File: src/inc/rtcc_pkg.sv
`default_nettype none
package rtcc_pkg;
  localparam int unsigned CLK_HZ      = 125_000_000;
  localparam int unsigned OSC_HZ      = 20_000_000;
  // 125 MHz does not divide into 20 MHz; the oscillator tick is rounded down
  localparam int unsigned OSC_DIV_CYC = CLK_HZ / OSC_HZ;
  localparam int unsigned DEC_MOD     = 10;
  localparam int unsigned DIV_STAGES  = 4;
  localparam int unsigned DATA_W      = 16;

  // decade counter codes that mark time pulses and the 1 MHz wrap
  localparam logic [3:0] DEC_TP0  = 4'h0;
  localparam logic [3:0] DEC_TP1  = 4'h2;
  localparam logic [3:0] DEC_TS2  = 4'h3;
  localparam logic [3:0] DEC_LAST = 4'h9;

  // status register field positions
  localparam int unsigned B_EN      = 0;
  localparam int unsigned B_RATE_LO = 1;
  localparam int unsigned B_RATE_HI = 3;
  localparam int unsigned B_MIRQ    = 6;
  localparam int unsigned B_MFLAG   = 7;
  localparam int unsigned B_MODE_LO = 8;
  localparam int unsigned B_MODE_HI = 9;
  localparam int unsigned B_MST2    = 10;
  localparam int unsigned B_MCNT    = 11;
  localparam int unsigned B_MST1    = 12;
  localparam int unsigned B_T1EN    = 13;
  localparam int unsigned B_T1IRQ   = 14;
  localparam int unsigned B_T1FLAG  = 15;

  localparam logic [15:0] STAT_RST     = 16'h0000;
  localparam logic [15:0] STAT_STORE_M = 16'hE3CF;
  localparam logic [15:0] PRESET_RST   = 16'h0000;

  typedef enum logic [1:0] {
    RTCC_MODE_SINGLE = 2'b00,
    RTCC_MODE_REPEAT = 2'b01,
    RTCC_MODE_EVENT  = 2'b10,
    RTCC_MODE_ZERO   = 2'b11
  } rtcc_mode_t;

  typedef enum logic [2:0] {
    RTCC_RATE_NONE  = 3'b000,
    RTCC_RATE_1M    = 3'b001,
    RTCC_RATE_100K  = 3'b010,
    RTCC_RATE_10K   = 3'b011,
    RTCC_RATE_1K    = 3'b100,
    RTCC_RATE_100   = 3'b101,
    RTCC_RATE_TRIG  = 3'b110,
    RTCC_RATE_MAINS = 3'b111
  } rtcc_rate_t;

  typedef enum logic [0:0] {
    RTCC_H_IDLE = 1'b0,
    RTCC_H_WAIT = 1'b1
  } rtcc_hstate_t;
endpackage : rtcc_pkg
`default_nettype wire

File: src/inc/rtcc_if.sv
`default_nettype none
interface rtcc_if;
  logic        sel_status;
  logic        sel_preset;
  logic        rd;
  logic        wr;
  logic [1:0]  be;
  logic [15:0] wdata;
  logic [15:0] rdata;
  logic        ack;
  logic        stall;
  logic        internal_bus_grant;
  logic        irq_req;
  logic        irq_done;

  modport dev  (input  sel_status, sel_preset, rd, wr, be, wdata, irq_done,
                output rdata, ack, stall, internal_bus_grant, irq_req);
  modport host (output sel_status, sel_preset, rd, wr, be, wdata, irq_done,
                input  rdata, ack, stall, internal_bus_grant, irq_req);
endinterface : rtcc_if
`default_nettype wire

File: src/rtl/rtcc_device.sv
`default_nettype none
// Function
// - status byte/word access; bits 12:10,5:4 read zero
// - preset buffer loads bus data or counter
// - preset write loads counter while disabled
// - software writes preset before status
// - counter readable only via capture in modes 2/3
// - 20 MHz halved, decade counter, five time states
// - msb makes state 4 null; pulses gate lsb
// - status select plus write loads, plus read returns
// - host preset writes only in time state two
// - select sets stall; sync at pulse zero clears
// - enabled 1 MHz through four decade stages
// - bits 3:1 select count source
// - maintenance bit 12 acts as trigger one
// - maintenance bit 11 injects one chain pulse
// - mains edge capture, count input, cleared pulse zero
// - trigger one synchronised to 1 MHz feeds mux
// - trigger one sets flag 15, maybe interrupt
// - software clears flag 15; readable anytime
// - overflow in modes 0/1 or capture sets flag 7, interrupt if bit 6
// - simultaneous events give one interrupt
// - bits 9:8 select mode behaviour
// - enable set by trigger, cleared single overflow
// - bit 13 lets trigger one enable counting
module rtcc_device
  import rtcc_pkg::*;
#(
  parameter int unsigned OSC_DIV = OSC_DIV_CYC
) (
  input  wire logic clk_sys_i,
  input  wire logic rst_b_i,
  rtcc_if.dev       bus,
  input  wire logic trig1_i,
  input  wire logic trig2_i,
  input  wire logic mains_edge_input_i,
  output logic      overflow_reload_pulse_o
);
  localparam logic [3:0] OSC_LAST = 4'(OSC_DIV - 1);

  logic [3:0]  osc_r,  osc_nxt;
  logic        half_r, half_nxt;
  logic [3:0]  dec_r,  dec_nxt;
  logic [2:0]  meta_r, sync_r, prev_r;
  logic [3:0]  div_r [DIV_STAGES];
  logic [3:0]  div_nxt [DIV_STAGES];
  logic [15:0] stat_r, stat_nxt;
  logic [15:0] buf_r,  buf_nxt;
  logic [15:0] cnt_r,  cnt_nxt;
  logic        st1p_r, st1p_nxt, st2p_r, st2p_nxt;
  logic        ckbf_r, ckbf_nxt, lcap_r, lcap_nxt, cin_r, cin_nxt;
  logic        ovld_r, ovld_nxt, stall_r, stall_nxt, sync_ff_r, sync_nxt;
  logic        done_r, done_nxt, ack_r, ack_nxt, grant_r, grant_nxt;
  logic        irq_r,  irq_nxt, ovo_r;
  logic [15:0] rdata_r, rdata_nxt;
  logic        osc_tick, ten_tick, one_mhz, tp0, tp1, ts2;
  logic        sw, pw, m10, m11, m12, st1, cap, reload, line_pulse, cnt_pulse;
  logic [DIV_STAGES:0] rate;
  logic [15:0] wmerge, pmerge;
  rtcc_mode_t  mode;

  assign bus.rdata              = rdata_r;
  assign bus.ack                = ack_r;
  assign bus.stall              = stall_r;
  assign bus.internal_bus_grant = grant_r;
  assign bus.irq_req            = irq_r;
  assign overflow_reload_pulse_o = ovo_r;

  // timing generator
  always_comb begin
    osc_tick = (osc_r == OSC_LAST);
    osc_nxt  = osc_tick ? 4'h0 : osc_r + 4'h1;
    half_nxt = half_r ^ osc_tick;
    ten_tick = osc_tick & half_r;
    dec_nxt  = dec_r;
    if (ten_tick) begin
      dec_nxt = (dec_r == DEC_LAST) ? 4'h0 : dec_r + 4'h1;
    end
    // pulses fire on entry to odd codes; msb high blocks state 4
    tp0     = ten_tick & (dec_r == DEC_TP0) & ~dec_r[3];
    tp1     = ten_tick & (dec_r == DEC_TP1) & ~dec_r[3];
    ts2     = ten_tick & (dec_r == DEC_TS2);
    one_mhz = ten_tick & (dec_r == DEC_LAST);
  end

  always_ff @(posedge clk_sys_i) begin
    if (!rst_b_i) begin
      osc_r  <= 4'h0;
      half_r <= 1'b0;
      dec_r  <= 4'h0;
      meta_r <= 3'b000;
      sync_r <= 3'b000;
      prev_r <= 3'b000;
    end else begin
      osc_r  <= osc_nxt;
      half_r <= half_nxt;
      dec_r  <= dec_nxt;
      meta_r <= {mains_edge_input_i, trig2_i, trig1_i};
      sync_r <= meta_r;
      prev_r <= sync_r;
    end
  end

  // main datapath
  always_comb begin
    mode   = rtcc_mode_t'(stat_r[B_MODE_HI:B_MODE_LO]);
    sw     = bus.sel_status & bus.wr & ~ack_r;
    wmerge = stat_r;
    if (bus.be[0]) wmerge[7:0] = bus.wdata[7:0];
    if (bus.be[1]) wmerge[15:8] = bus.wdata[15:8];
    m10 = sw & bus.be[1] & bus.wdata[B_MST2];
    m11 = sw & bus.be[1] & bus.wdata[B_MCNT];
    m12 = sw & bus.be[1] & bus.wdata[B_MST1];

    // trigger one waits for the next 1 MHz tick
    st1p_nxt = (sync_r[0] & ~prev_r[0]) | (st1p_r & ~one_mhz);
    st1      = (st1p_r & one_mhz) | m12;

    st2p_nxt = (sync_r[1] & ~prev_r[1]) | m10 | (st2p_r & ~tp1);
    ckbf_nxt = (st2p_r & tp1) | (ckbf_r & ~ts2);
    cap      = ckbf_r & ts2 & mode[1];

    lcap_nxt = (sync_r[2] & ~prev_r[2]) | (lcap_r & ~cin_r);
    // a capture landing on pulse zero must still arm, or it counts twice
    cin_nxt  = (cin_r & ~tp0) | lcap_r;
    line_pulse = lcap_r & ~cin_r;

    rate[0] = (one_mhz & stat_r[B_EN]) | m11;
    for (int i = 0; i < DIV_STAGES; i++) begin
      div_nxt[i] = div_r[i];
      if (rate[i]) begin
        div_nxt[i] = (div_r[i] == DEC_LAST) ? 4'h0 : div_r[i] + 4'h1;
      end
      rate[i+1] = rate[i] & (div_r[i] == DEC_LAST);
    end

    unique case (rtcc_rate_t'(stat_r[B_RATE_HI:B_RATE_LO]))
      RTCC_RATE_NONE:  cnt_pulse = 1'b0;
      RTCC_RATE_1M:    cnt_pulse = rate[0];
      RTCC_RATE_100K:  cnt_pulse = rate[1];
      RTCC_RATE_10K:   cnt_pulse = rate[2];
      RTCC_RATE_1K:    cnt_pulse = rate[3];
      RTCC_RATE_100:   cnt_pulse = rate[4];
      // the external trigger still counts while disabled
      RTCC_RATE_TRIG:  cnt_pulse = st1;
      RTCC_RATE_MAINS: cnt_pulse = line_pulse & stat_r[B_EN];
    endcase

    reload   = ovld_r & tp0 & ~mode[1];
    // held until the reload pulse, so an overflow between pulses is kept
    ovld_nxt = (cnt_pulse & (&cnt_r) & ~mode[1]) | (ovld_r & ~tp0);

    // preset bus transfers
    stall_nxt = (bus.sel_preset & ~stall_r & ~sync_ff_r & ~done_r)
              | (stall_r & ~sync_ff_r);
    sync_nxt  = bus.sel_preset & (sync_ff_r | (stall_r & tp0));
    pw        = sync_ff_r & bus.wr & ts2 & ~done_r;
    pmerge    = buf_r;
    if (bus.be[0]) pmerge[7:0] = bus.wdata[7:0];
    if (bus.be[1]) pmerge[15:8] = bus.wdata[15:8];

    buf_nxt = buf_r;
    if (cap) buf_nxt = cnt_r;
    else if (pw) buf_nxt = pmerge;

    cnt_nxt = cnt_r;
    if (pw & ~stat_r[B_EN]) cnt_nxt = pmerge;
    else if (cap & (mode == RTCC_MODE_ZERO)) cnt_nxt = 16'h0000;
    else if (reload) cnt_nxt = buf_r;
    else if (cnt_pulse) cnt_nxt = cnt_r + 16'h0001;

    // status: hardware events are applied after the write so sets win
    stat_nxt = sw ? (wmerge & STAT_STORE_M) : stat_r;
    if (st1) stat_nxt[B_T1FLAG] = 1'b1;
    if (st1 & stat_r[B_T1EN]) stat_nxt[B_EN] = 1'b1;
    if (reload | cap) stat_nxt[B_MFLAG] = 1'b1;
    if (reload & (mode == RTCC_MODE_SINGLE)) stat_nxt[B_EN] = 1'b0;

    // one flip-flop merges both sources into a single request
    irq_nxt = (st1 & stat_r[B_T1IRQ]) | ((reload | cap) & stat_r[B_MIRQ])
            | (irq_r & ~bus.irq_done);

    done_nxt  = bus.sel_preset & (done_r | (sync_ff_r & (bus.rd | pw)));
    ack_nxt   = (bus.sel_status & ~ack_r)
              | (sync_ff_r & ~done_r & (bus.rd | pw));
    grant_nxt = bus.sel_status | bus.sel_preset;
    rdata_nxt = 16'h0000;
    // read data only in the acknowledge cycle, zero while select lingers
    if (bus.sel_status & bus.rd & ~ack_r) begin
      rdata_nxt = stat_r & STAT_STORE_M;
    end else if (sync_ff_r & ~done_r & bus.rd) begin
      rdata_nxt = buf_r;
    end
  end

  always_ff @(posedge clk_sys_i) begin
    if (!rst_b_i) begin
      for (int i = 0; i < DIV_STAGES; i++) div_r[i] <= 4'h0;
      stat_r  <= STAT_RST;
      buf_r   <= PRESET_RST;
      cnt_r   <= PRESET_RST;
      st1p_r  <= 1'b0;
      st2p_r  <= 1'b0;
      ckbf_r  <= 1'b0;
      lcap_r  <= 1'b0;
      cin_r   <= 1'b0;
      ovld_r  <= 1'b0;
      stall_r <= 1'b0;
      sync_ff_r <= 1'b0;
      done_r  <= 1'b0;
      ack_r   <= 1'b0;
      grant_r <= 1'b0;
      irq_r   <= 1'b0;
      ovo_r   <= 1'b0;
      rdata_r <= 16'h0000;
    end else begin
      for (int i = 0; i < DIV_STAGES; i++) div_r[i] <= div_nxt[i];
      stat_r  <= stat_nxt;
      buf_r   <= buf_nxt;
      cnt_r   <= cnt_nxt;
      st1p_r  <= st1p_nxt;
      st2p_r  <= st2p_nxt;
      ckbf_r  <= ckbf_nxt;
      lcap_r  <= lcap_nxt;
      cin_r   <= cin_nxt;
      ovld_r  <= ovld_nxt;
      stall_r <= stall_nxt;
      sync_ff_r <= sync_nxt;
      done_r  <= done_nxt;
      ack_r   <= ack_nxt;
      grant_r <= grant_nxt;
      irq_r   <= irq_nxt;
      ovo_r   <= reload;
      rdata_r <= rdata_nxt;
    end
  end
endmodule : rtcc_device
`default_nettype wire

File: src/flat_wrapper.sv
// flat-port wrapper written by rule: the top's interface ports become plain ports
module rtcc_device_flat import rtcc_pkg::*;
#(
  parameter int unsigned OSC_DIV = OSC_DIV_CYC
)
  (clk_sys_i, rst_b_i, trig1_i, trig2_i, mains_edge_input_i, overflow_reload_pulse_o, bus_sel_status, bus_sel_preset, bus_rd, bus_wr, bus_be, bus_wdata, bus_irq_done, bus_rdata, bus_ack, bus_stall, bus_internal_bus_grant, bus_irq_req);
  rtcc_if bus_i ();
  input  wire logic clk_sys_i;
  input  wire logic rst_b_i;
  input  wire logic trig1_i;
  input  wire logic trig2_i;
  input  wire logic mains_edge_input_i;
  output logic overflow_reload_pulse_o;
  input wire logic [$bits(bus_i.sel_status)-1:0] bus_sel_status;
  input wire logic [$bits(bus_i.sel_preset)-1:0] bus_sel_preset;
  input wire logic [$bits(bus_i.rd)-1:0] bus_rd;
  input wire logic [$bits(bus_i.wr)-1:0] bus_wr;
  input wire logic [$bits(bus_i.be)-1:0] bus_be;
  input wire logic [$bits(bus_i.wdata)-1:0] bus_wdata;
  input wire logic [$bits(bus_i.irq_done)-1:0] bus_irq_done;
  output wire logic [$bits(bus_i.rdata)-1:0] bus_rdata;
  output wire logic [$bits(bus_i.ack)-1:0] bus_ack;
  output wire logic [$bits(bus_i.stall)-1:0] bus_stall;
  output wire logic [$bits(bus_i.internal_bus_grant)-1:0] bus_internal_bus_grant;
  output wire logic [$bits(bus_i.irq_req)-1:0] bus_irq_req;
  assign bus_i.sel_status = bus_sel_status;
  assign bus_i.sel_preset = bus_sel_preset;
  assign bus_i.rd = bus_rd;
  assign bus_i.wr = bus_wr;
  assign bus_i.be = bus_be;
  assign bus_i.wdata = bus_wdata;
  assign bus_i.irq_done = bus_irq_done;
  assign bus_rdata = bus_i.rdata;
  assign bus_ack = bus_i.ack;
  assign bus_stall = bus_i.stall;
  assign bus_internal_bus_grant = bus_i.internal_bus_grant;
  assign bus_irq_req = bus_i.irq_req;
  rtcc_device #(.OSC_DIV(OSC_DIV)) u_core (.clk_sys_i(clk_sys_i), .rst_b_i(rst_b_i), .bus(bus_i), .trig1_i(trig1_i), .trig2_i(trig2_i), .mains_edge_input_i(mains_edge_input_i), .overflow_reload_pulse_o(overflow_reload_pulse_o));
endmodule
File: config.mk
export PLATFORM = sky130hd
export DESIGN_NAME = rtcc_device_flat
export DESIGN_NICKNAME = d
export VERILOG_FILES = /design/src/inc/rtcc_pkg.sv /design/src/inc/rtcc_if.sv /design/src/rtl/rtcc_device.sv /design/src/flat_wrapper.sv
export SDC_FILE = /design/constraint.sdc
export NUM_CORES = 1
export LEC_CHECK = 0
export ABC_CLOCK_PERIOD_IN_PS = 6100
export BUFFER_PORTS_ARGS = -buffer_cell sky130_fd_sc_hd__clkbuf_2
export CORE_MARGIN = 3
export CORE_UTILIZATION = 50
export CTS_BUF_LIST = sky130_fd_sc_hd__clkbuf_4
export DETAILED_ROUTE_END_ITERATION = 16
export GPL_TIMING_DRIVEN = 0
export HOLD_SLACK_MARGIN = 0.12
export PLACE_DENSITY = 0.69
export RECOVER_POWER = 25
export SYNTH_ARGS = -nofsm -noshare
export SYNTH_HDL_FRONTEND = slang
export SYNTH_SLANG_ARGS = --single-unit
File: constraint.sdc
create_clock -name clk_sys_i -period 6.1 [get_ports clk_sys_i]
set_input_delay 0.305 -clock clk_sys_i [delete_from_list [all_inputs] [get_ports clk_sys_i]]
set_output_delay 0.305 -clock clk_sys_i [all_outputs]
set_load 0.01 [all_outputs]
== After elaboration in Yosys (flattened, before gate mapping) ==
Memories as Yosys holds them, arrays and structs flattened.
Cells that the tools add are included.
Storage, ports and cells
  flip-flop bits (word level): 90
  bits in latches: 0
  memory bits (writable): 16
  ROM bits: 0
  input port bits: 28
  output and inout bits: 21
  word-level logic and storage cells: 205
  memories: 1
Memory list
  u_core.div_r: words 4, bits a word 4, read ports 4, clocked after memory_dff 0, write ports 4, RTL line rtcc_device.sv:45  | logic [3:0] div_r [DIV_STAGES];
Operators by class
  add/subtract/negate cells: 7
  multipliers: 0
  div/mod/pow operators: 0
  magnitude comparators: 0
  eq/ne operators: 16
  shift operators: 0
  mux-type cells: 32
  bitwise logic cells: 101
  reductions and logical operators: 20
Operators with widths (count)
  $mux 16: 9
  $and 1x1->1: 60
  $mux 4: 13
  $mux 8: 4
  $add 4x1->4 const B: 6
  $or 1x1->1: 22
  $eq 4x4->1 const B: 5
  $not 1->1: 18
  $add 16x1->16 const B: 1
  $reduce_and 16->1: 1
  $reduce_bool 2->1: 7
  $eq 3x3->1 const B: 4
  $reduce_and 2->1: 5
  $eq 4x2->1 const B: 2
  $pmux 1 s8: 1
  $eq 3x2->1 const B: 2
  $mux 1: 5
  $eq 4x3->1 const B: 1
  $logic_not 4->1: 1
  $reduce_bool 4->1: 1
  $reduce_or 2->1: 2
  $eq 3x1->1 const B: 1
  $logic_not 3->1: 1
  $reduce_or 3->1: 1
  other kinds (3): 3

== Logic depth before layout (Yosys ltp) ==
Gate-level depths: netlist of run 1.
  word-level depth: 14
  gate-level depth with buffers: 13
  mapped depth without buffers: 11

== Worst setup path before layout of run 1 ==
No wires, ideal clock.
  path kind: reg2reg
  from: register u_core.osc_r[1]
  to: register u_core.cnt_r[9]
  library setup time: 119 ps
  data arrival time: 2484 ps
  required time: 5981 ps
  slack: 3497 ps
  cell stages (with the launch flop): 13
  buffers on the path: 1
  period minus slack after synthesis: 2603 ps
  cell sequence: dfxtp_1 > inv_1 > ha_1 > nand2_1 > nor2_1 > ha_1 > and4bb_2 > a32oi_1 > nor3_1 > a211oi_2 > nand2_1 > buf_2 > o221a_2
Between the ends
  cells in the longest elaborated chain, start to end: 11
  elaborated cells between the ends (all ways): 27
  those cells by class: eq/ne (1); mux (4); bitwise (21); reduce/logical (1)
Ends and longest elaborated chain
  from (decl): RTL line rtcc_device.sv:41  | logic [3:0] osc_r, osc_nxt;
  from (signal assigned): RTL line rtcc_device.sv:95  | osc_r <= osc_nxt;
  $eq 4x3->1 *: RTL line rtcc_device.sv:71  | osc_tick = (osc_r == OSC_LAST);
  $and 1x1->1 *: RTL line rtcc_device.sv:74  | ten_tick = osc_tick & half_r;
  $and 1x1->1: RTL line rtcc_device.sv:83  | one_mhz = ten_tick & (dec_r == DEC_LAST);
  $and 1x1->1: RTL line rtcc_device.sv:128  | rate[0] = (one_mhz & stat_r[B_EN]) | m11;
  $or 1x1->1: RTL line rtcc_device.sv:128
  $and 1x1->1 (4 in a row): RTL line rtcc_device.sv:134  | rate[i+1] = rate[i] & (div_r[i] == DEC_LAST);
  $pmux 1 s8: RTL line rtcc_device.sv:137  | unique case (rtcc_rate_t'(stat_r[B_RATE_HI:B_RATE_LO]))
  $reduce_bool 4->1 (no line)
  to (signal assigned): RTL line rtcc_device.sv:220  | cnt_r <= cnt_nxt;
  to (decl): RTL line rtcc_device.sv:49  | logic [15:0] cnt_r, cnt_nxt;
Every way passes the cells marked *; elsewhere a longest branch is shown, timed or not.
A chain may end at the register's enable or synchronous reset.

== Worst setup path in the final report of run 1 ==
Same ends and word-level chain as after synthesis.

==> flow_summary.yaml, run 1 <==
outcome:
  status: "completed"
critical_path:
  crit_buf_inv: 2
  cp-end-kind: "register"
  rr_endpoint: "u_core.cnt_r[9]$_SDFFE_PN0P_"
  slowest_stage: "a211oi_2"
  reg2reg_depth: 12
  cp_cell_sequence: "inv_1 > ha_1 > nand2_1 > nor2_1 > ha_1 > and4bb_2 > a32oi_1 > nor3_1 > a211oi_2 > nand2_1 > buf_2 > o221a_2"
  arrival_ps: 3630
  criticalPathCategory: "register to register"
  cpLargestDelayFamily: "compound AO/OA/AOI/OAI gates"
  crit_path_start_kind: "register"
  r2r_slack_ps: 2850
  r2r-start: "u_core.osc_r[1]$_SDFF_PP0_"
  cp.required_ps: 6480
  path_max_fanout: 10
  critPathMaxStageDelay_ps: 560
die:
  die_w_um: 106
  die-area_um2: 11100
  core-area_um2: 9420
  rows: 35
  initial_core_util_pct: 52.6
  die_h_um: 106
  io_pins: 49
timing:
  setup-violations-final: 0
  setup_slack_ps: 2850
  rsz0062_at_grt: "false"
  slew_violations: 0
  tightest_slew_ps: 993
  slew-limit-headroom_pct: 33.3
  fin_crit_sh_pct: 53.3
  fmax_mhz: 307
  tns_ps: 0
  fin_crit_ps: 3250
  worst_hold_slack_ps: 139
  worst_clock_skew_ps: 18.7
  hold_viol: 0
synthesis:
  synthesis.area_um2: 4950
  ys_ff_latch: 106
  synth_edf_count: 0
  synth_area_leaders: "dfxtp_1 (43%), nor2_1 (6.7%), mux2i_1 (4.2%)"
  syn_nets: 610
  synth_cell_types: 56
  avgSynthCellArea_um2: 8.57
  yosysWarnings: 0
  synth_cells: 578
  synth_ff_type: "dfxtp_1"
  synth_top_area_share_pct: 42.8
  async_flop_share_pct: 0
  synth_top_cell_by_area: "dfxtp_1"
  ys_seq_area_share_pct: 42.8
placement:
  port_buffers: 47
  place_hpwl_um: 10000
  dp_slack_ps: 2930
  gp_congestion: 0.908
  placed_area_um2: 5350
detailed_routing:
  num_vias: 4721
  drc: 0
  first_iter_violations: 452
  vias_per_cell: 6.03
  wl_per_cell_um: 18.1
  antenna_left: 0
  dr.pass1.iters: 6
  wl_um: 14200
clock_tree:
  clock_latency_ps: 470
  cts_setup_buffers: 0
  cts_tree: "done"
  clkTransAtPathRegs_ps: 170
  cts_buffer_depth: 2
  cts.repair.resized: 0
  htreeDepth: 3
  cts-root-buf: "clkbuf_4"
  postCtsHoldBufs: 13
  clock-sinks: 106
  cts_buffers: 9
global_routing:
  antenna_found_initial: 0
  track_usage_pct: 25.6
  grt_pass1_vias: 4442
  grt_pass1_wl_um: 22800
  gr-total-overflow: 0
  grt_max_degree: 19
finish:
  seq_area_um2: 2120
  layout_commonest_cell: "dfxtp_1"
  multi_input_area_um2: 2650
  nFillCells: 871
  layout-drive-gt1-share_pct: 10.1
  antenna_cells: 0
  area_growth_pct: 12.6
  final_nets: 681
  final_cell_mix: "dfxtp_1 (106), nor2_1 (88), nand2_1 (44), clkbuf_1 (44), a21oi_1 (40)"
  final_cell_area_um2: 5580
worst_hold_path:
  worstHoldPathType: "input port to register"
  holdCritStartpoint: "bus_wdata[13]"
  min_path_cells: 3
  min_to: "u_core.buf_r[13]$_SDFFE_PN0P_"
job:
  maxCapViolations: 0
pwr:
  vdd_drop_max_mv: 0.124
  power_density_nw_per_um2: 201
  leakagePower_nw: 2.08
## registers in the layout, indices dropped and copies added (netlist names), 3 cells and up
register,cells
u_core.dec_r,4
u_core.buf_r,16
u_core.stat_r,11
u_core.div_r,16
u_core.sync_r,3
u_core.osc_r,4
u_core.prev_r,3
u_core.cnt_r,16
u_core.bus.rdata,16
u_core.meta_r,3
## worst max-delay path by stage
stage	from	to	slack, ps	cells after the start
2_1_floorplan	u_core.osc_r[1]$_SDFF_PP0_	u_core.cnt_r[9]$_SDFFE_PN0P_	3500	12
3_3_place_gp	u_core.osc_r[1]$_SDFF_PP0_	u_core.cnt_r[9]$_SDFFE_PN0P_	3020	12
3_5_place_dp	u_core.osc_r[1]$_SDFF_PP0_	u_core.cnt_r[9]$_SDFFE_PN0P_	2930	12
4_1_cts	u_core.osc_r[1]$_SDFF_PP0_	u_core.cnt_r[9]$_SDFFE_PN0P_	2890	12
5_1_grt	u_core.osc_r[1]$_SDFF_PP0_	u_core.cnt_r[9]$_SDFFE_PN0P_	2620	12
6_report	u_core.osc_r[1]$_SDFF_PP0_	u_core.cnt_r[9]$_SDFFE_PN0P_	2850	12
## stage by stage
step                power (mW)  instances  util, %
global route              1.16        783     59.3
CTS                       1.13        783     59.6
detailed placement       0.792        754     56.8
global placement         0.791        754     56.8
finish                    1.12        783     59.3
floorplan                0.761        578        -
## cell families after synthesis
| family | Yosys count | share of synthesized area, % |
|---|---|---|
| adder cells (fa/ha/maj) | 4 | 1.01 |
| buffers and inverters | 39 | 3.69 |
| multiplexers | 25 | 5.15 |
| flip-flops | 106 | 42.8 |
| AO/OA/AOI/OAI | 131 | 18.4 |
| AND/OR/NAND/NOR | 253 | 25.4 |
| XOR/XNOR | 20 | 3.54 |
## area by class of cell
cell class                 instances  share of cell area, %
sequential                       106                   38.0
tap                              129                   2.89
buffer                            33                   2.87
clock buffer                      10                   1.35
inverter                           6                  0.404
clock inverter                     6                  0.919
timing repair buffer              60                   6.03
multi-input combinational        433                   47.5
## where the power goes
part / leakage, nW / internal (mW) / switching [mW]
Sequential: 0.858 / 0.704 / 0.00830
Combinational: 1.16 / 0.0299 / 0.0434
Clock: 0.0676 / 0.0938 / 0.244
Total: 2.08 / 0.827 / 0.295
## cell usage after synthesis (4+ instances only)
cell type and number:
clkbuf_1 21, nor3b_1 6, mux2_2 4, dfxtp_1 106
ha_1 4, o22ai_1 4, nor2b_1 14, xor2_1 13
a21oi_1 40, a311oi_1 11, nand3_1 26, o31ai_1 6
buf_6 4, nor3_1 19, o21ai_0 14, inv_1 6
a22o_1 10, and2_1 17, buf_2 5, xnor2_1 7
nand2_1 44, o21a_1 5, nor2_1 88, a211oi_1 15
nand4_1 10, mux2i_1 21, nand2b_1 6
## per-layer routing
| metal | GRT usage [%] | routed length (um) |
|---|---|---|
| met1 | 35.1 | 6180 |
| met2 | 41.4 | 6590 |
| met3 | 3.67 | 1180 |
| met4 | 8.60 | 229 |
| met5 | 0 | 0 |
## tightest hold or removal path: cells and delay by family
kind	cells	cell delay, ps
buffers and inverters	1	110
AND/OR/NAND/NOR	1	70
AO/OA/AOI/OAI	1	90
No activity file was read; power rests on OpenSTA's default activity.
==> run 2, diff against run 1 <==
--- a/config.mk
+++ b/config.mk
@@ -5,7 +5,8 @@
 export SDC_FILE = /design/constraint.sdc
 export NUM_CORES = 1
 export LEC_CHECK = 0
-export ABC_CLOCK_PERIOD_IN_PS = 6100
+export ABC_AREA = 1
+export ABC_CLOCK_PERIOD_IN_PS = 2850
 export BUFFER_PORTS_ARGS = -buffer_cell sky130_fd_sc_hd__clkbuf_2
 export CORE_MARGIN = 3
 export CORE_UTILIZATION = 50
@@ -13,7 +14,7 @@
 export DETAILED_ROUTE_END_ITERATION = 16
 export GPL_TIMING_DRIVEN = 0
 export HOLD_SLACK_MARGIN = 0.12
-export PLACE_DENSITY = 0.69
+export PLACE_DENSITY = 0.72
 export RECOVER_POWER = 25
 export SYNTH_ARGS = -nofsm -noshare
 export SYNTH_HDL_FRONTEND = slang
==> constraint.sdc (replaced) <==
create_clock -name clk_sys_i -period 2.85 [get_ports clk_sys_i]
set_input_delay 0.1425 -clock clk_sys_i [delete_from_list [all_inputs] [get_ports clk_sys_i]]
set_output_delay 0.1425 -clock clk_sys_i [all_outputs]
set_load 0.01 [all_outputs]
==> flow_summary.yaml, run 2 <==
detailed_routing:
  wl_um: 15000
  wl_per_cell_um: 15.2
  vias_per_cell: 5.43
  num_vias: 5323
  drc: 0
  first_iter_violations: 412
  antenna_left: 0
  dr.pass1.iters: 5
global_routing:
  track_usage_pct: 27.1
  antenna_found_initial: 0
  gr-total-overflow: 0
  grt_pass1_vias: 5240
  grt_max_degree: 18
  grt_pass1_wl_um: 24900
synthesis:
  synthesis.area_um2: 5170
  syn_nets: 779
  async_flop_share_pct: 0
  avgSynthCellArea_um2: 6.92
  synth_top_area_share_pct: 41.0
  synth_edf_count: 0
  synth_top_cell_by_area: "dfxtp_1"
  synth_cell_types: 43
  ys_ff_latch: 106
  yosysWarnings: 0
  ys_seq_area_share_pct: 41.0
  yosysMostFrequentCell: "nand2_1"
  synth_area_leaders: "dfxtp_1 (41%), nand2_1 (11%), nor2_1 (9.8%)"
  synth_ff_type: "dfxtp_1"
  synth_cells: 747
  synth_commonest_cells: "nand2_1 (152), nor2_1 (135), dfxtp_1 (106)"
critical_path:
  cp-end-kind: "register"
  critPathMaxStageDelay_ps: 570
  cp_cell_sequence: "ha_1 > nand2_1 > nor2_1 > ha_2 > nand2_2 > inv_2 > nand2_4 > nor2_4 > nand3_2 > buf_2 > a41oi_1 > dlygate4sd3_1"
  path_max_fanout: 10
  crit_path_start_kind: "register"
  cp.required_ps: 3310
  crit_buf_inv: 3
  slowest_stage: "dlygate4sd3_1"
  arrival_ps: 3090
  cpLargestDelayFamily: "buffers and inverters"
  criticalPathCategory: "register to register"
placement:
  port_buffers: 48
  placed_area_um2: 5580
  place_hpwl_um: 10800
  gp_congestion: 0.914
finish:
  final_cell_area_um2: 6040
  final_cell_mix: "nand2_1 (152), nor2_1 (135), dfxtp_1 (106)"
  final_nets: 875
  area_growth_pct: 16.7
  antenna_cells: 0
  layout_commonest_cell: "nand2_1"
  layout-drive-gt1-share_pct: 10.7
clock_tree:
  clkTransAtPathRegs_ps: 160
  clock_latency_ps: 500
  clock-sinks: 106
  cts_buffers: 9
  htreeDepth: 3
  cts-root-buf: "clkbuf_4"
  cts_buffer_depth: 2
  cts_tree: "done"
timing:
  slew-limit-headroom_pct: 53.1
  tightest_slew_ps: 704
  fin_crit_sh_pct: 92.2
  rsz0062_at_grt: "false"
  worst_hold_slack_ps: 146
  hold_viol: 0
  setup-violations-final: 0
  slew_violations: 0
  fin_crit_ps: 2630
  worst_clock_skew_ps: 17.6
  fmax_mhz: 381
  tns_ps: 0
die:
  die_w_um: 108
  die-area_um2: 11600
  rows: 36
  core-area_um2: 9910
  initial_core_util_pct: 52.2
  io_pins: 49
  die_h_um: 108
outcome:
  status: "completed"
worst_hold_path:
  worstHoldPathType: "input port to register"
pwr:
  leakagePower_nw: 2.54
  power_density_nw_per_um2: 400
  power_mw: 2.42
  vdd_drop_max_mv: 0.366
job:
  maxCapViolations: 0
run 2: cell types whose count changed after synthesis, moves of 12 or more:
cell,change
and2_1,-17
inv_1,+87
mux2i_1,-21
nand2_1,+108
nor2_1,+47
nor2b_1,-14
o21ai_0,+31
o21ai_1,+12
run 2: logic make-up (layout without fill, tap and decap cells):
kind of cell,count (synthesis),count (layout),share of synthesized area (%)
flip-flops,106,106,41.0
AND/OR/NAND/NOR,367,367,31.0
AO/OA/AOI/OAI,137,137,15.3
XOR/XNOR,8,8,1.35
buffers and inverters,125,226,10.3
adder cells (fa/ha/maj),4,4,0.968
run 2: final timing paths:
check                                   start                              end  slack (ps)  cells after the start
setup / recovery   u_core.osc_r[0]$_SDFF_PP0_    u_core.stat_r[7]$_SDFFE_PN0P_         220                     12
hold / removal                  bus_wdata[11]  u_core.div_r[0][0]$_SDFFE_PN0P_         150                      4
setup reg to reg   u_core.osc_r[0]$_SDFF_PP0_    u_core.stat_r[7]$_SDFFE_PN0P_         220                     12
hold reg to reg   u_core.meta_r[0]$_SDFF_PN0_      u_core.sync_r[0]$_SDFF_PN0_         430                      2
run 2: tightest hold or removal path, stage by stage:
cell and delay, ps:
clkbuf_2 110, nand3_1 130, nand2_4 160, a21oi_1 80
run 2: power breakdown:
part	switching (mW)	total [mW]	internal, mW
registers	0.0165	1.52	1.51
logic	0.113	0.192	0.0789
clock network	0.521	0.700	0.179
total	0.650	2.42	1.77
run 2: timing repair:
action	in CTS	in global routing
resized for setup	0	4
hold buffers	37	0
endpoints found under the hold margin	25	0
setup buffers	0	0
endpoints found under the setup margin	0	1
run 2: layout make-up:
| cell class | instances | area, um2 |
|---|---|---|
| Timing Repair Buffer | 85 | 583 |
| Tap cell | 133 | 166 |
| Buffer | 26 | 164 |
| Fill cell | 958 | 3870 |
| Clock buffer | 9 | 67.6 |
| Clock inverter | 7 | 43.8 |
| Multi-Input combinational cell | 516 | 2520 |
| Inverter | 99 | 372 |
| Sequential cell | 106 | 2120 |
run 2: routing by layer:
metal / up-vias / share of wire [%] / routed length (um) / GRT usage [%]
li1: 2607 / - / - / -
met1: 2484 / 43 / 6440 / 34.5
met2: 207 / 46 / 6920 / 44.9
met3: 25 / 8.8 / 1310 / 6.00
met4: 0 / 1.9 / 286 / 10.1
met5: - / 0 / 0 / 0
run 2: stage by stage:
stage,utilization [%],instances,worst slack [ps]
floorplan,-,747,867
global placement,56.3,928,472
detailed placement,56.3,928,440
CTS,61.2,981,91.4
global route,60.9,981,33.2
finish,60.9,981,223
==> run 3, diff against run 2 <==
--- a/config.mk
+++ b/config.mk
@@ -10,7 +10,7 @@
 export BUFFER_PORTS_ARGS = -buffer_cell sky130_fd_sc_hd__clkbuf_2
 export CORE_MARGIN = 3
 export CORE_UTILIZATION = 50
-export CTS_BUF_LIST = sky130_fd_sc_hd__clkbuf_4
+export CTS_BUF_LIST = sky130_fd_sc_hd__clkbuf_8
 export DETAILED_ROUTE_END_ITERATION = 16
 export GPL_TIMING_DRIVEN = 0
 export HOLD_SLACK_MARGIN = 0.12
==> flow_summary.yaml, run 3 (synthesized netlist as in run 2, its figures left out) <==
clock_tree:
  postCtsHoldBufs: 17
  cts_buffers: 9
  htreeDepth: 3
  clkTransAtPathRegs_ps: 100
  cts.repair.resized: 0
  cts-root-buf: "clkbuf_8"
  clock_latency_ps: 400
  cts_setup_buffers: 0
  cts_buffer_depth: 2
  clock-sinks: 106
  cts_tree: "done"
finish:
  final_cell_mix: "nand2_1 (152), nor2_1 (135), dfxtp_1 (106)"
  layout-drive-gt1-share_pct: 11.0
  antenna_cells: 0
  final_nets: 855
  area_growth_pct: 14.2
  layout_commonest_cell: "nand2_1"
  fin_util_pct: 59.6
  final_cell_area_um2: 5910
  fin_cells: 961
detailed_routing:
  drc: 0
  num_vias: 5267
  vias_per_cell: 5.48
  wl_um: 14600
  dr.pass1.iters: 6
  wl_per_cell_um: 15.2
  first_iter_violations: 319
  antenna_left: 0
placement:
  port_buffers: 48
  gp_congestion: 0.914
  dp_cells: 928
  placed_area_um2: 5580
  place_hpwl_um: 10800
timing:
  tightest_slew_ps: 700
  fmax_mhz: 407
  fin_crit_ps: 2460
  rsz0062_at_grt: "false"
  setup-violations-final: 0
  slew-limit-headroom_pct: 53.3
  hold_viol: 0
  fin_crit_sh_pct: 86.2
  worst_clock_skew_ps: 10.6
  slew_violations: 0
  worst_hold_slack_ps: 151
  tns_ps: 0
die:
  io_pins: 49
  die_h_um: 108
  initial_core_util_pct: 52.2
  rows: 36
  die_w_um: 108
  die-area_um2: 11600
  core-area_um2: 9910
critical_path:
  reg2reg_depth: 18
  arrival_ps: 2750
  criticalPathCategory: "register to register"
  crit_path_start: "u_core.osc_r[0]$_SDFF_PP0_"
  slowest_stage: "dfxtp_1"
  cp_cell_sequence: "ha_1 > nand2_1 > nor2_1 > ha_1 > nand2_2 > inv_2 > nand2_4 > nor2_4 > nand3_4 > nand2_2 > buf_6 > inv_2 > nand2_1 > nor2_1 > nor2_1 > nand2_1 > nand2_1 > nor2_1"
  r2r-start: "u_core.osc_r[0]$_SDFF_PP0_"
  crit_path_start_kind: "register"
  cp.required_ps: 3140
  path_max_fanout: 10
  cp-end-kind: "register"
  critPathMaxStageDelay_ps: 390
  rr_endpoint: "u_core.cnt_r[8]$_SDFFE_PN0P_"
  r2r_slack_ps: 390
pwr:
  leakagePower_nw: 2.47
  power_density_nw_per_um2: 439
  vdd_drop_max_mv: 0.399
global_routing:
  gr-total-overflow: 0
  antenna_found_initial: 0
  gr-max-usage-layer: "met2"
  met2_usage_pct: 44.1
  grt_max_degree: 18
  use_met1_pct: 34.0
  gr-usage-met3_pct: 6.30
  grt_pass1_vias: 5069
  grt_pass1_wl_um: 24200
  track_usage_pct: 26.4
worst_hold_path:
  holdCritStartpoint: "bus_wdata[10]"
  min_to: "u_core.st2p_r$_SDFF_PN0_"
  min_path_cells: 5
  worstHoldPathType: "input port to register"
outcome:
  status: "completed"
job:
  maxCapViolations: 0
-- run 3: worst max-delay path, delay by kind of cell (launching register included) --
| family | cells | cell delay (ps) |
|---|---|---|
| adders and majority gates | 2 | 440 |
| buffers and inverters | 3 | 340 |
| DFF | 1 | 390 |
| and+or+nand+nor | 13 | 1190 |
-- run 3: how the worst max path moves through the flow --
stage	end	slack, ps	cells past startpoint
final	u_core.cnt_r[8]$_SDFFE_PN0P_	390	18
after global routing	u_core.buf_r[1]$_SDFFE_PN0P_	150	14
after CTS	u_core.cnt_r[8]$_SDFFE_PN0P_	420	18
after detailed placement	u_core.cnt_r[11]$_SDFFE_PN0P_	440	16
after global placement	u_core.cnt_r[8]$_SDFFE_PN0P_	470	18
after floorplan	u_core.buf_r[5]$_SDFFE_PN0P_	870	13
-- run 3: metrics by stage --
stage | total power, mW | setup slack (ps)
after floorplan | 1.64 | 867
after global placement | 1.70 | 472
after detailed placement | 1.71 | 440
after CTS | 2.61 | 421
after global routing | 2.69 | 152
final | 2.60 | 392
-- run 3: area by class of cell --
| class | instances | area [um2] |
|---|---|---|
| fill | 961 | 4000 |
| multi-input combinational | 516 | 2520 |
| sequential | 106 | 2120 |
| timing repair buffer | 65 | 383 |
| inverter | 99 | 372 |
| tap | 133 | 166 |
| buffer | 26 | 163 |
| clock buffer | 11 | 151 |
| clock inverter | 5 | 36.3 |
-- run 3: report_power, final --
| part | switching [mW] | leakage, nW | total, mW | internal, mW |
|---|---|---|---|---|
| logic | 0.108 | 1.51 | 0.173 | 0.0653 |
| registers | 0.0166 | 0.858 | 1.52 | 1.50 |
| clock network | 0.531 | 0.100 | 0.902 | 0.370 |
-- run 3: layer usage --
metal  share of wire (%)  vias to the layer above  routed length (um)
met5                   0                        -                   0
met4                 1.5                        0                 212
met3                 7.9                       21                1160
met2                  46                      209                6740
met1                  44                     2478                6480
li1                    -                     2559                   -
